`config.mk`:
```
export PLATFORM = sky130hd
export DESIGN_NAME = system_clock_mode_control
export DESIGN_NICKNAME = d
export VERILOG_FILES = /design/src/common/clock_mode_pkg.sv /design/src/logic/system_clock_mode_control.sv
export SDC_FILE = /design/constraint.sdc
export NUM_CORES = 1
export LEC_CHECK = 0
export ABC_AREA = 1
export BUFFER_PORTS_ARGS = -buffer_cell sky130_fd_sc_hd__clkbuf_2
export CORE_MARGIN = 3
export CORE_UTILIZATION = 50
export DETAILED_ROUTE_END_ITERATION = 16
export PLACE_DENSITY = 0.75
export SLEW_MARGIN = 5
export SYNTH_ARGS = -nofsm -noshare
export SYNTH_HDL_FRONTEND = slang
export SYNTH_SLANG_ARGS = --single-unit
```
`constraint.sdc`:
```
create_clock -name pclk -period 1.65 [get_ports pclk]
set_input_delay 0.0825 -clock pclk [delete_from_list [all_inputs] [get_ports pclk]]
set_output_delay 0.0825 -clock pclk [all_outputs]
set_load 0.05 [all_outputs]
```
`src/common/clock_mode_pkg.sv`:
```
// Constants, field layout and state types of the system clock mode control.
//------------------------------------------------------------------------
//------------------------------------------------------------------------
package clock_mode_pkg;
    localparam logic [11:0] ADDR_SYS_SEL   = 12'h000;
    localparam logic [11:0] ADDR_IRC       = 12'h004;
    localparam logic [11:0] ADDR_HXT       = 12'h008;
    localparam logic [11:0] ADDR_LXT       = 12'h00c;
    localparam int          CODE_LSB       = 5;
    localparam int          FHS_BIT        = 3;
    localparam int          FSS_BIT        = 2;
    localparam int          FKEEP_BIT      = 1;
    localparam int          SKEEP_BIT      = 0;
    localparam int          ON_BIT         = 0;
    localparam int          STABLE_BIT     = 1;
    localparam int          OPT_BIT        = 2;
    localparam logic [7:0]  SYS_SEL_RST    = 8'h00;
    localparam logic        IRC_ON_RST     = 1'b1;
    localparam logic        HXT_ON_RST     = 1'b0;
    localparam logic        LXT_ON_RST     = 1'b0;
    localparam logic        OPT_RST        = 1'b0;
    localparam logic [7:0]  SYS_SEL_WMASK  = 8'hef;
    localparam logic [2:0]  CODE_SLOW      = 3'h7;
    localparam logic [2:0]  DRAIN_LAST     = 3'h3;
    localparam int          IRC_STABLE_EDGES = 64;
    localparam int          HXT_STABLE_EDGES = 1024;
    localparam int          LXT_STABLE_EDGES = 1024;

    typedef enum logic [1:0] {
        S_RUN   = 2'b00,
        S_DRAIN = 2'b01,
        S_WAIT  = 2'b11
    } switch_state_t;

    typedef enum logic [2:0] {
        M_RUN       = 3'h0,
        M_SLEEP     = 3'h1,
        M_IDLE_SLOW = 3'h3,
        M_IDLE_BOTH = 3'h2,
        M_IDLE_FAST = 3'h6
    } halt_mode_t;
endpackage

```
`src/logic/system_clock_mode_control.sv`:
```
// System clock source selection, oscillator control and halt mode decode.
//
// Local design decisions: the register offsets and register access over APB.
module system_clock_mode_control #(
    parameter int IRC_EDGES = clock_mode_pkg::IRC_STABLE_EDGES,
    parameter int HXT_EDGES = clock_mode_pkg::HXT_STABLE_EDGES,
    parameter int LXT_EDGES = clock_mode_pkg::LXT_STABLE_EDGES
) (
    input  wire logic        pclk,
    input  wire logic        presetn,
    input  wire logic        psel,
    input  wire logic        penable,
    input  wire logic        pwrite,
    input  wire logic [11:0] paddr,
    input  wire logic [31:0] pwdata,
    output logic             pready,
    output logic [31:0]      prdata,
    output logic             pslverr,
    input  wire logic        internal_fast_rc_osc,
    input  wire logic        fast_crystal_osc,
    input  wire logic        internal_slow_rc_osc,
    input  wire logic        slow_crystal_osc,
    input  wire logic        crystal_pin_in_func,
    input  wire logic        crystal_pin_out_func,
    input  wire logic        cpu_halt,
    output logic             internal_fast_rc_run,
    output logic             fast_crystal_run,
    output logic             internal_slow_rc_run,
    output logic             slow_crystal_run,
    output logic             fast_crystal_drive_range,
    output logic             slow_crystal_speedup,
    output logic             sys_tick,
    output logic             switch_busy,
    output logic [2:0]       halt_mode
);
    //--------------------------------------------------------------------
    // Parameter checks
    //--------------------------------------------------------------------
    if (IRC_EDGES < 1 || HXT_EDGES < 1 || LXT_EDGES < 1 ||
        IRC_EDGES > 65535 || HXT_EDGES > 65535 || LXT_EDGES > 65535)
    begin : g_bad_edges
        $error("Stable edge counts must lie between 1 and 65535.");
    end

    //--------------------------------------------------------------------
    // Helper functions
    //--------------------------------------------------------------------
    // Edge of the source named by a select setting; index 0 fast RC, 1 fast
    // crystal, 2 slow RC, 3 slow crystal.
    function automatic logic src_edge(input logic [2:0] code, input logic fast_source_pick,
                                      input logic slow_source_pick, input logic [3:0] e);
        logic r;
        if (code == clock_mode_pkg::CODE_SLOW)
            r = slow_source_pick ? e[3] : e[2];
        else
            r = fast_source_pick ? e[1] : e[0];
        return r;
    endfunction

    function automatic logic [5:0] div_mask(input logic [2:0] code);
        logic [6:0] m;
        m = (7'h01 << code) - 7'h01;
        return m[5:0];
    endfunction

    //--------------------------------------------------------------------
    // Oscillator sampling
    //--------------------------------------------------------------------
    // The oscillators are far slower than pclk, so their edges are found by
    // sampling; an edge counts once the second and third stages agree.
    logic [3:0] osc_s1_q;
    logic [3:0] osc_s2_q;
    logic [3:0] osc_s3_q;
    logic [3:0] osc_lvl_q;
    wire  [3:0] osc_raw = {slow_crystal_osc, internal_slow_rc_osc,
                           fast_crystal_osc, internal_fast_rc_osc};
    wire  [3:0] osc_agree = ~(osc_s2_q ^ osc_s3_q);
    wire  [3:0] osc_edge  = osc_agree & osc_s3_q & ~osc_lvl_q;

    always_ff @(posedge pclk or negedge presetn)
    begin
        if (!presetn)
        begin
            osc_s1_q  <= 4'h0;
            osc_s2_q  <= 4'h0;
            osc_s3_q  <= 4'h0;
            osc_lvl_q <= 4'h0;
        end
        else
        begin
            osc_s1_q  <= osc_raw;
            osc_s2_q  <= osc_s1_q;
            osc_s3_q  <= osc_s2_q;
            osc_lvl_q <= (osc_agree & osc_s3_q) | (~osc_agree & osc_lvl_q);
        end
    end

    //--------------------------------------------------------------------
    // Register bus decode
    //--------------------------------------------------------------------
    logic [7:0] sys_sel_q;
    logic       irc_on_q;
    logic       hxt_on_q;
    logic       hxt_range_q;
    logic       lxt_on_q;
    logic       lxt_speed_q;
    logic [2:0] cur_code_q;
    logic       cur_fhs_q;
    logic       cur_fss_q;
    logic [2:0] stable;

    wire hit_sys = (paddr == clock_mode_pkg::ADDR_SYS_SEL);
    wire hit_irc = (paddr == clock_mode_pkg::ADDR_IRC);
    wire hit_hxt = (paddr == clock_mode_pkg::ADDR_HXT);
    wire hit_lxt = (paddr == clock_mode_pkg::ADDR_LXT);
    wire hit     = hit_sys | hit_irc | hit_hxt | hit_lxt;
    wire access  = psel & penable;
    wire wr      = access & pwrite & hit;
    wire [7:0] wd = pwdata[7:0];

    // Drive range is frozen while the crystal owns both pins and runs.
    wire range_lock = crystal_pin_in_func & crystal_pin_out_func & hxt_on_q;
    // Speed-up is frozen while the system runs on the slow crystal.
    wire speed_lock = (cur_code_q == clock_mode_pkg::CODE_SLOW) & cur_fss_q;

    wire irc_set = wr & hit_irc & wd[clock_mode_pkg::ON_BIT] & ~irc_on_q;
    wire hxt_set = wr & hit_hxt & wd[clock_mode_pkg::ON_BIT] & ~hxt_on_q;
    wire lxt_set = wr & hit_lxt & wd[clock_mode_pkg::ON_BIT] & ~lxt_on_q;

    wire [7:0] rd_sys = sys_sel_q & clock_mode_pkg::SYS_SEL_WMASK;
    wire [7:0] rd_irc = {6'h00, stable[0], irc_on_q};
    wire [7:0] rd_hxt = {5'h00, hxt_range_q, stable[1], hxt_on_q};
    wire [7:0] rd_lxt = {5'h00, lxt_speed_q, stable[2], lxt_on_q};
    wire [7:0] rd_sel = hit_sys ? rd_sys :
                        hit_irc ? rd_irc :
                        hit_hxt ? rd_hxt :
                        hit_lxt ? rd_lxt : 8'h00;

    assign pready  = access;
    assign pslverr = access & ~hit;

    // Read data is captured in the setup cycle so the access phase needs no wait.
    logic [7:0] rdata_q;
    assign prdata = {24'h000000, rdata_q};

    always_ff @(posedge pclk or negedge presetn)
    begin
        if (!presetn)
            rdata_q <= 8'h00;
        else if (psel && !penable)
            rdata_q <= pwrite ? 8'h00 : rd_sel;
    end

    //--------------------------------------------------------------------
    // Control registers
    //--------------------------------------------------------------------
    always_ff @(posedge pclk or negedge presetn)
    begin
        if (!presetn)
        begin
            sys_sel_q   <= clock_mode_pkg::SYS_SEL_RST;
            irc_on_q    <= clock_mode_pkg::IRC_ON_RST;
            hxt_on_q    <= clock_mode_pkg::HXT_ON_RST;
            hxt_range_q <= clock_mode_pkg::OPT_RST;
            lxt_on_q    <= clock_mode_pkg::LXT_ON_RST;
            lxt_speed_q <= clock_mode_pkg::OPT_RST;
        end
        else if (wr)
        begin
            if (hit_sys)
                sys_sel_q <= wd & clock_mode_pkg::SYS_SEL_WMASK;
            if (hit_irc)
                irc_on_q <= wd[clock_mode_pkg::ON_BIT];
            if (hit_hxt)
                hxt_on_q <= wd[clock_mode_pkg::ON_BIT];
            if (hit_hxt && !range_lock)
                hxt_range_q <= wd[clock_mode_pkg::OPT_BIT];
            if (hit_lxt)
                lxt_on_q <= wd[clock_mode_pkg::ON_BIT];
            if (hit_lxt && !speed_lock)
                lxt_speed_q <= wd[clock_mode_pkg::OPT_BIT];
        end
    end

    //--------------------------------------------------------------------
    // Stable flags
    //--------------------------------------------------------------------
    // A flag is a count of oscillator edges since enable; it cannot be written.
    logic [15:0] stab_cnt_q [3];
    wire  [15:0] stab_lim [3];
    wire  [2:0]  stab_on   = {lxt_on_q, hxt_on_q, irc_on_q};
    wire  [2:0]  stab_set  = {lxt_set, hxt_set, irc_set};
    wire  [2:0]  stab_edge = {osc_edge[3], osc_edge[1], osc_edge[0]};

    assign stab_lim[0] = 16'(IRC_EDGES);
    assign stab_lim[1] = 16'(HXT_EDGES);
    assign stab_lim[2] = 16'(LXT_EDGES);

    always_ff @(posedge pclk or negedge presetn)
    begin
        if (!presetn)
        begin
            for (int i = 0; i < 3; i++)
                stab_cnt_q[i] <= 16'h0000;
        end
        else
        begin
            for (int i = 0; i < 3; i++)
            begin
                if (!stab_on[i] || stab_set[i])
                    stab_cnt_q[i] <= 16'h0000;
                else if (stab_edge[i] && stab_cnt_q[i] != stab_lim[i])
                    stab_cnt_q[i] <= stab_cnt_q[i] + 16'h0001;
            end
        end
    end

    for (genvar g = 0; g < 3; g++)
    begin : g_stable
        assign stable[g] = stab_on[g] && (stab_cnt_q[g] == stab_lim[g]);
    end

    //--------------------------------------------------------------------
    // Clock switching
    //--------------------------------------------------------------------
    clock_mode_pkg::switch_state_t st_q;
    logic [2:0]                    drain_q;
    logic [5:0]                    div_q;

    wire [2:0] tgt_code = sys_sel_q[clock_mode_pkg::CODE_LSB +: 3];
    wire       tgt_fhs  = sys_sel_q[clock_mode_pkg::FHS_BIT];
    wire       tgt_fss  = sys_sel_q[clock_mode_pkg::FSS_BIT];
    wire       f_keep   = sys_sel_q[clock_mode_pkg::FKEEP_BIT];
    wire       s_keep   = sys_sel_q[clock_mode_pkg::SKEEP_BIT];
    wire       cur_slow = (cur_code_q == clock_mode_pkg::CODE_SLOW);
    wire       tgt_slow = (tgt_code == clock_mode_pkg::CODE_SLOW);
    wire       in_wait  = (st_q == clock_mode_pkg::S_WAIT);
    wire       changed  = {tgt_code, tgt_fhs, tgt_fss} !=
                          {cur_code_q, cur_fhs_q, cur_fss_q};

    wire cur_edge = src_edge(cur_code_q, cur_fhs_q, cur_fss_q, osc_edge);
    wire tgt_edge = src_edge(tgt_code, tgt_fhs, tgt_fss, osc_edge);
    // The slow RC has no flag and is taken as always stable.
    wire tgt_ready = !tgt_slow || !tgt_fss || stable[2];

    // Halt stops the ticks only when the running source is stopped with it.
    wire f_gate   = cpu_halt & ~f_keep;
    wire s_gate   = cpu_halt & ~s_keep;
    wire run_gate = cur_slow ? s_gate : f_gate;
    wire div_hit  = cur_slow || ((div_q & div_mask(cur_code_q)) == 6'h00);
    wire tick     = cur_edge & div_hit & ~run_gate & ~in_wait;

    always_ff @(posedge pclk or negedge presetn)
    begin
        if (!presetn)
        begin
            st_q       <= clock_mode_pkg::S_RUN;
            drain_q    <= 3'h0;
            div_q      <= 6'h00;
            cur_code_q <= 3'h0;
            cur_fhs_q  <= 1'b0;
            cur_fss_q  <= 1'b0;
        end
        else
        begin
            if (cur_edge && !cur_slow)
                div_q <= div_q + 6'h01;
            case (st_q)
                clock_mode_pkg::S_RUN:
                begin
                    if (changed)
                    begin
                        st_q    <= clock_mode_pkg::S_DRAIN;
                        drain_q <= 3'h0;
                    end
                end
                clock_mode_pkg::S_DRAIN:
                begin
                    if (tick && drain_q == clock_mode_pkg::DRAIN_LAST)
                        st_q <= clock_mode_pkg::S_WAIT;
                    else if (tick)
                        drain_q <= drain_q + 3'h1;
                end
                clock_mode_pkg::S_WAIT:
                begin
                    if (tgt_edge && tgt_ready)
                    begin
                        st_q       <= clock_mode_pkg::S_RUN;
                        cur_code_q <= tgt_code;
                        cur_fhs_q  <= tgt_fhs;
                        cur_fss_q  <= tgt_fss;
                        div_q      <= 6'h00;
                    end
                end
                default:
                    st_q <= clock_mode_pkg::S_RUN;
            endcase
        end
    end

    //--------------------------------------------------------------------
    // Outputs
    //--------------------------------------------------------------------
    wire [2:0] mode_d = !cpu_halt            ? clock_mode_pkg::M_RUN       :
                        (!f_keep && !s_keep) ? clock_mode_pkg::M_SLEEP     :
                        (!f_keep &&  s_keep) ? clock_mode_pkg::M_IDLE_SLOW :
                        ( f_keep &&  s_keep) ? clock_mode_pkg::M_IDLE_BOTH :
                                               clock_mode_pkg::M_IDLE_FAST;

    always_ff @(posedge pclk or negedge presetn)
    begin
        if (!presetn)
        begin
            sys_tick                 <= 1'b0;
            switch_busy              <= 1'b0;
            halt_mode                <= clock_mode_pkg::M_RUN;
            internal_fast_rc_run     <= clock_mode_pkg::IRC_ON_RST;
            fast_crystal_run         <= 1'b0;
            internal_slow_rc_run     <= 1'b1;
            slow_crystal_run         <= 1'b0;
            fast_crystal_drive_range <= 1'b0;
            slow_crystal_speedup     <= 1'b0;
        end
        else
        begin
            sys_tick                 <= tick;
            switch_busy              <= (st_q != clock_mode_pkg::S_RUN) | changed;
            halt_mode                <= mode_d;
            internal_fast_rc_run     <= irc_on_q & ~f_gate;
            fast_crystal_run         <= hxt_on_q & ~f_gate;
            internal_slow_rc_run     <= ~s_gate;
            slow_crystal_run         <= lxt_on_q & ~s_gate;
            fast_crystal_drive_range <= hxt_range_q;
            slow_crystal_speedup     <= lxt_speed_q;
        end
    end
endmodule

```
==> results.md, run 1 <==
* Status: finished with violations
* Failing checks: setup timing
* Total number of vias at 5632
* Hold path depth at 3
* Cell row count at 39
* Xor and xnor area share after synthesis at 0.02851
* RSZ-0062 raised after global routing: true
* Critical Path Source Type: flip-flop
* Peak supply drop at 1.128 mV
* Clk_skew at 0.009012 ns
* DRT antenna net count at 0
* Num CTS Buffers at 9
* Pwr Density at 987.0 nW/um^2
* Initial antenna violation count at 0
* Ys flop type: dfrtp_1
* Fillers at 959
* Hold_ws at 0.06899 ns
* FF+latch area at 2761 sq um
* WL final at 14890 microns
* Final setup fails at 5
* Total grt overflow at 0
* Register area share after synthesis at 0.4486
* Leading area contributor after synthesis: dfrtp_1
* Simple-gate share of the synthesized area at 0.2753
* Final max-slew violation count at 0
* DRC Markers at 0
* Total core area at 11710 sq um
* Setup slack after layout at -0.09025 ns
* CP Data Required Time at 1.91 ns
* DRT Pass-1 Iters at 5
* Arr. time, crit path at 2.00 ns
* Antenna cells at 0
* Highest metal used: met4
* YS warnings at 0
* Gr usage total at 0.2225
* Leakage power at 0.003749 uW
* Util after Layout at 0.6613
* Peak fanout along the critical path at 5
* Placer Congestion at 0.9427
* WL met1 at 6618 microns
* Area of the multi-input gates at 3038 sq um
* I/O Buffers at 50
* Yosys top cell area share at 0.4358
* CTS clk-pin slew, worst paths at 0.08 ns
* DR WL met3 at 694 microns
* Mapped Area at 6145 sq um
* Top cells by area, synth: dfrtp_1 44%, nand2_1 8.2%, inv_1 6.6%
* Layout cells sized above 1 at 0.2632
* DIE AREA at 13660 sq um
* Maximum buffer depth of the clock tree at 2
* Total Power at 7644 uW
* CTS root buf: clkbuf_16
* CTS tree: yes
* CP endpoint kind: flip-flop
* Synth unique cells at 44
* Area grow syn2layout at 26.04%
* Post-synthesis cell count at 767
* Vias in the first global route at 5140
* Clk sink count at 110
* Top Ports at 101
* Largest family of logic cells by synthesized area: simple AND/OR/NAND/NOR gates
* Ys async rst share at 1.000
* Number of DRC markers in iteration 0 at 433
* Syn Area/Cell at 8.011 sq um
* Post-route cell area at 7745 sq um
* Max frequency at 0.5746 GHz
* Worst-skew pair later-pin latency at 0.36 ns
* Min-delay worst type: input pin to flip-flop
* Worst r2r path cells at 14
* Met2 Routed Length at 7398 microns
* H-tree depth at 3
* Horiz. Die Dim at 116.9 microns
* Max-Cap Viols at 0
* Synth Area in Compound Gates at 0.09713
* Die Y at 116.9 microns
* Hold Violations, Final at 0
* DR vias/cell at 5.338
* Nets at 977
* DP HPWL at 10520 microns
* Tcrit/Tclk final at 1.055
* Tmin final at 1.740 ns
* Mux cell area share after synthesis at 0.01018
* Worst setup path class: flip-flop to flip-flop
* Synthesized flop and latch total at 110
* Number of synthesized flops with an enable pin at 0
* Synth Area in Adders at 0.02851
* Dpl cell area at 6948 sq um
* Largest net degree at the start of global routing at 34
* Initial Util at 0.5247
* DR WL/cell at 14.11 microns
* First-pass GRT wire length at 23960 microns
==> cell usage after synthesis (4+ instances only) <==
library cell / number
xor2_1: 19
nor3_1: 17
buf_4: 26
nand2_2: 5
o21ai_0: 45
o21ai_1: 12
nand2_1: 135
nand4_1: 45
nor2_1: 76
a32o_1: 4
nand3_1: 64
a21oi_1: 22
dfrtp_1: 107
nor3_2: 5
buf_2: 4
inv_1: 108
o31ai_1: 8
ha_1: 14
o211ai_1: 4
or2_2: 4
==> layout make-up <==
class                      count  share of cell area
timing repair buffer         141              0.1342
clock buffer                  10             0.03086
inverter                     112             0.05541
multi-input combinational    533              0.3922
sequential                   110              0.3565
tap                          143             0.02310
clock inverter                 6            0.007593
==> critical path, stage by stage (launching register included) <==
cell and delay (ns):
dfrtp_2 0.44, nor2_4 0.11, nand2_1 0.06, ha_1 0.26, inv_1 0.03, nand2_1 0.05
nand3_1 0.07, nor2_1 0.09, nand3_1 0.07, nand2_1 0.07, nand2_2 0.08, nand2_4 0.09
nand3_4 0.08, nand2_1 0.08, nand2_1 0.05
==> where the power goes <==
part	switching, uW	internal [uW]	leakage [uW]	total [uW]
logic	1350	971	0.00219	2320
clock network	1070	1110	0.000145	2180
registers	206	2940	0.00141	3140
==> final timing paths <==
| path | startpoint | slack, ns | to |
|---|---|---|---|
| setup / recovery | cur_code_q[0]$_DFFE_PN0P_ | -0.09 | drain_q[1]$_DFFE_PN0P_ |
| hold / removal | pwdata[0] | 0.07 | hxt_on_q$_DFFE_PN0P_ |
| setup reg to reg | cur_code_q[0]$_DFFE_PN0P_ | -0.09 | drain_q[1]$_DFFE_PN0P_ |
| hold reg to reg | osc_s1_q[1]$_DFF_PN0_ | 0.35 | osc_s2_q[1]$_DFF_PN0_ |
| max in group asynchronous | presetn | 0.75 | internal_slow_rc_run$_DFF_PN1_ |
| min in group asynchronous | presetn | 0.22 | stab_cnt_q[8]$_DFFE_PN0P_ |
==> cell usage in the layout, fill, tap and decap left out, types with 19 or more instances in the layout <==
| cell | count |
|---|---|
| a21oi_1 | 21 |
| buf_4 | 69 |
| clkbuf_2 | 49 |
| conb_1 | 25 |
| dfrtp_1 | 103 |
| inv_1 | 96 |
| nand2_1 | 121 |
| nand3_1 | 56 |
| nand4_1 | 45 |
| nor2_1 | 67 |
| o21ai_0 | 29 |
| o21ai_1 | 25 |
| xor2_1 | 19 |
==> logic make-up (layout without fill, tap and decap cells) <==
group | Yosys count | count (layout)
xor+xnor | 20 | 20
fa+ha+maj | 14 | 14
simple gates | 364 | 366
buf+inv | 150 | 269
other cells | 1 | 25
mux | 5 | 5
compound gates | 103 | 103
flops | 110 | 110
==> registers in the layout, summed over array words and instances, names as in the netlist, 2 cells and up, named ones only <==
name	flops
stab_cnt_q	48
rdata_q	7
sys_sel_q	7
div_q	6
osc_s1_q	4
osc_s2_q	4
osc_s3_q	4
cur_code_q	3
drain_q	3
halt_mode	3
st_q	2
==> per-stage QoR <==
stage / worst slack (ns) / setup TNS, ns / cells
final: -0.09025 / -0.3083 / 1055
after CTS: -0.08021 / -0.2600 / 1044
after floorplan: -0.05124 / -0.1537 / 791
after global placement: -0.05554 / -0.1641 / 1013
after detailed placement: -0.09269 / -0.4395 / 1013
after global routing: -0.2587 / -2.236 / 1055
==> layer usage <==
| layer | track usage | vias up |
|---|---|---|
| met5 | 0 | - |
| met4 | 0.06116 | 0 |
| met3 | 0.05398 | 15 |
| met2 | 0.3663 | 169 |
| met1 | 0.2958 | 2676 |
| li1 | - | 2772 |
==> timing repair <==
action	4_1_cts	5_1_grt
hold endpoints to repair	39	0
pin swaps	7	23
endpoints found under the setup margin	18	56
setup buffers	2	6
hold buffers	12	0
resized for setup	7	84
gates cloned	1	6
Note: power is estimated with default switching activity, not from simulation.
==> inputs of run 2 (changes only) <==
Settings changed: CORE_ASPECT_RATIO from default to 1.25, RECOVER_POWER from default to 50.
==> run 2 against run 1 <==
  * Largest power group unchanged
  * Fmax down 7.1%
  * Register-to-register slack got worse by 0.13 ns
  * Flip-flop and latch count stayed put
  * Core utilization grew 0.96 points
  * Non-clock buffer count up 1
  * Clock-buffer cell count is 1 lower
  * First-iteration DRC count fell by 27%
  * Clock power is 2% higher
  * The flow still finishes with violations (setup timing)
==> results.md, run 2 (same netlist as run 1, synthesis figures left out) <==
* Antenna cells at 0
* Vias in the first global route at 5187
* Num CTS Buffers at 9
* DRT Pass-1 Iters at 5
* Critical R2R Launch: cur_code_q[0]$_DFFE_PN0P_
* Min-delay worst type: input pin to flip-flop
* FF+latch area at 2759 sq um
* Largest reg by FF count: stab_cnt_q
* Slew at the pin with the worst max-slew slack at 0.7610 ns
* Leakage power at 0.003864 uW
* Max_slew headroom at 0.4927
* Gr usage total at 0.2184
* First-pass GRT wire length at 23890 microns
* Final max-slew violation count at 0
* I/O Buffers at 50
* Initial Util at 0.5191
* Placer Congestion at 0.8884
* Final setup fails at 6
* DRC Markers at 0
* Failing checks: setup timing
* R2R Setup Slk at -0.22 ns
* Tmin final at 1.873 ns
* Number of DRC markers in iteration 0 at 316
* Hold Path Sink: hxt_range_q$_DFFE_PN0P_
* CP Data Required Time at 1.91 ns
* Peak fanout along the critical path at 5
* CTS root buf: clkbuf_16
* Largest regs: stab_cnt_q x48, rdata_q x7, sys_sel_q x7
* Tcrit/Tclk final at 1.135
* DP HPWL at 10720 microns
* DIE AREA at 13660 sq um
* Largest net degree at the start of global routing at 41
* Area grow syn2layout at 29.24%
* Total grt overflow at 0
* H-tree depth at 3
* WL final at 15640 microns
* Worst-skew pair later-pin latency at 0.37 ns
* Horiz. Die Dim at 105.2 microns
* Total number of vias at 5626
* Pwr Density at 1016 nW/um^2
* Hold_ws at 0.01841 ns
* Layout cells sized above 1 at 0.2774
* Final non-filler cell total at 1073
* Clk_skew at 0.009691 ns
* DR vias/cell at 5.243
* Initial antenna violation count at 0
* Peak supply drop at 0.8068 mV
* Maximum buffer depth of the clock tree at 2
* Hold Violations, Final at 0
* Worst r2r path cells at 14
* Hold path depth at 3
* Arr. time, crit path at 2.13 ns
* Nets at 977
* Max frequency at 0.5338 GHz
* Placed cell count at 1028
* Most frequent cells in the layout: 117 x nand2_1, 105 x dfrtp_1, 95 x inv_1
* DRT antenna net count at 0
* Setup slack after layout at -0.2232 ns
* Fillers at 978
* DR WL/cell at 14.58 microns
* Top Ports at 101
* Area of the multi-input gates at 3173 sq um
* Max-Cap Viols at 0
* Worst setup path class: flip-flop to flip-flop
* CTS clk-pin slew, worst paths at 0.08 ns
* CP endpoint kind: flip-flop
* Critical Path Source Type: flip-flop
* Commonest non-fill, non-tap cell in the layout: nand2_1
* Cell row count at 44
* CTS tree: yes
* Total core area at 11840 sq um
* Max reg flops at 48
* Status: finished with violations
* Reg2reg end: drain_q[2]$_DFFE_PN0P_
* Die Y at 129.9 microns
* Clk sink count at 110
* RSZ-0062 raised after global routing: true
* Hold Startpoint: pwdata[2]
run 2: how the worst max path moves through the flow:
stage	start	end
CTS	cur_code_q[1]$_DFFE_PN0P_	drain_q[2]$_DFFE_PN0P_
floorplan	cur_code_q[1]$_DFFE_PN0P_	drain_q[0]$_DFFE_PN0P_
global route	cur_code_q[0]$_DFFE_PN0P_	drain_q[1]$_DFFE_PN0P_
global placement	cur_code_q[1]$_DFFE_PN0P_	drain_q[2]$_DFFE_PN0P_
detailed placement	cur_code_q[1]$_DFFE_PN0P_	drain_q[2]$_DFFE_PN0P_
finish	cur_code_q[0]$_DFFE_PN0P_	drain_q[2]$_DFFE_PN0P_
run 2: routing by layer:
layer	vias up	part of all wire	GRT usage
met1	2681	0.42	0.2709
met3	30	0.033	0.02672
met5	-	0	0
li1	2781	-	-
met4	0	0.022	0.09961
met2	134	0.52	0.3842
run 2: stage by stage:
stage / cell area (sq um) / utilization / setup slack, ns / TNS (ns) / power, uW
CTS: 7402 / 0.6254 / -0.1372 / -0.5762 / 7445
floorplan: 6262 / - / -0.05124 / -0.1537 / 4582
global placement: 6960 / 0.5881 / -0.05097 / -0.1475 / 5098
finish: 7941 / 0.6709 / -0.2232 / -0.8332 / 8066
global route: 7941 / 0.6709 / -0.3362 / -3.219 / 8499
detailed placement: 6960 / 0.5881 / -0.1445 / -0.7101 / 5187
run 2: area by class of cell:
| cell class | count | area share |
|---|---|---|
| clock buffers | 9 | 0.02836 |
| multi-input cells | 532 | 0.3996 |
| clock inverters | 7 | 0.009296 |
| well taps | 161 | 0.02537 |
| repair buffers | 142 | 0.1366 |
| inverters | 112 | 0.05341 |
| flip-flops and latches | 110 | 0.3474 |
run 2: worst max-delay path, cell delays in order (launching register included):
cell,delay (ns)
dfrtp_2,0.45
nor2_4,0.15
nand2_2,0.09
ha_4,0.27
inv_2,0.04
nand2_2,0.05
nand3_2,0.07
nor2_2,0.11
nand3_1,0.07
nand2_1,0.07
nand2_2,0.07
nand2_4,0.12
nand3_4,0.09
nand2_1,0.08
nand2_1,0.05
run 2: what timing repair did:
action | in CTS | in global routing
endpoints found under the setup margin | 17 | 61
pin swaps | 4 | 28
hold buffers | 11 | 0
gates resized for setup | 4 | 111
gates cloned | 1 | 6
endpoints found under the hold margin | 37 | 0
setup buffers | 1 | 10
run 2: power breakdown:
part           switching (uW)  total, uW  internal, uW
Sequential                215       3150          2940
Clock                    1140       2220          1080
Combinational            1570       2700          1130
Total                    2920       8070          5140
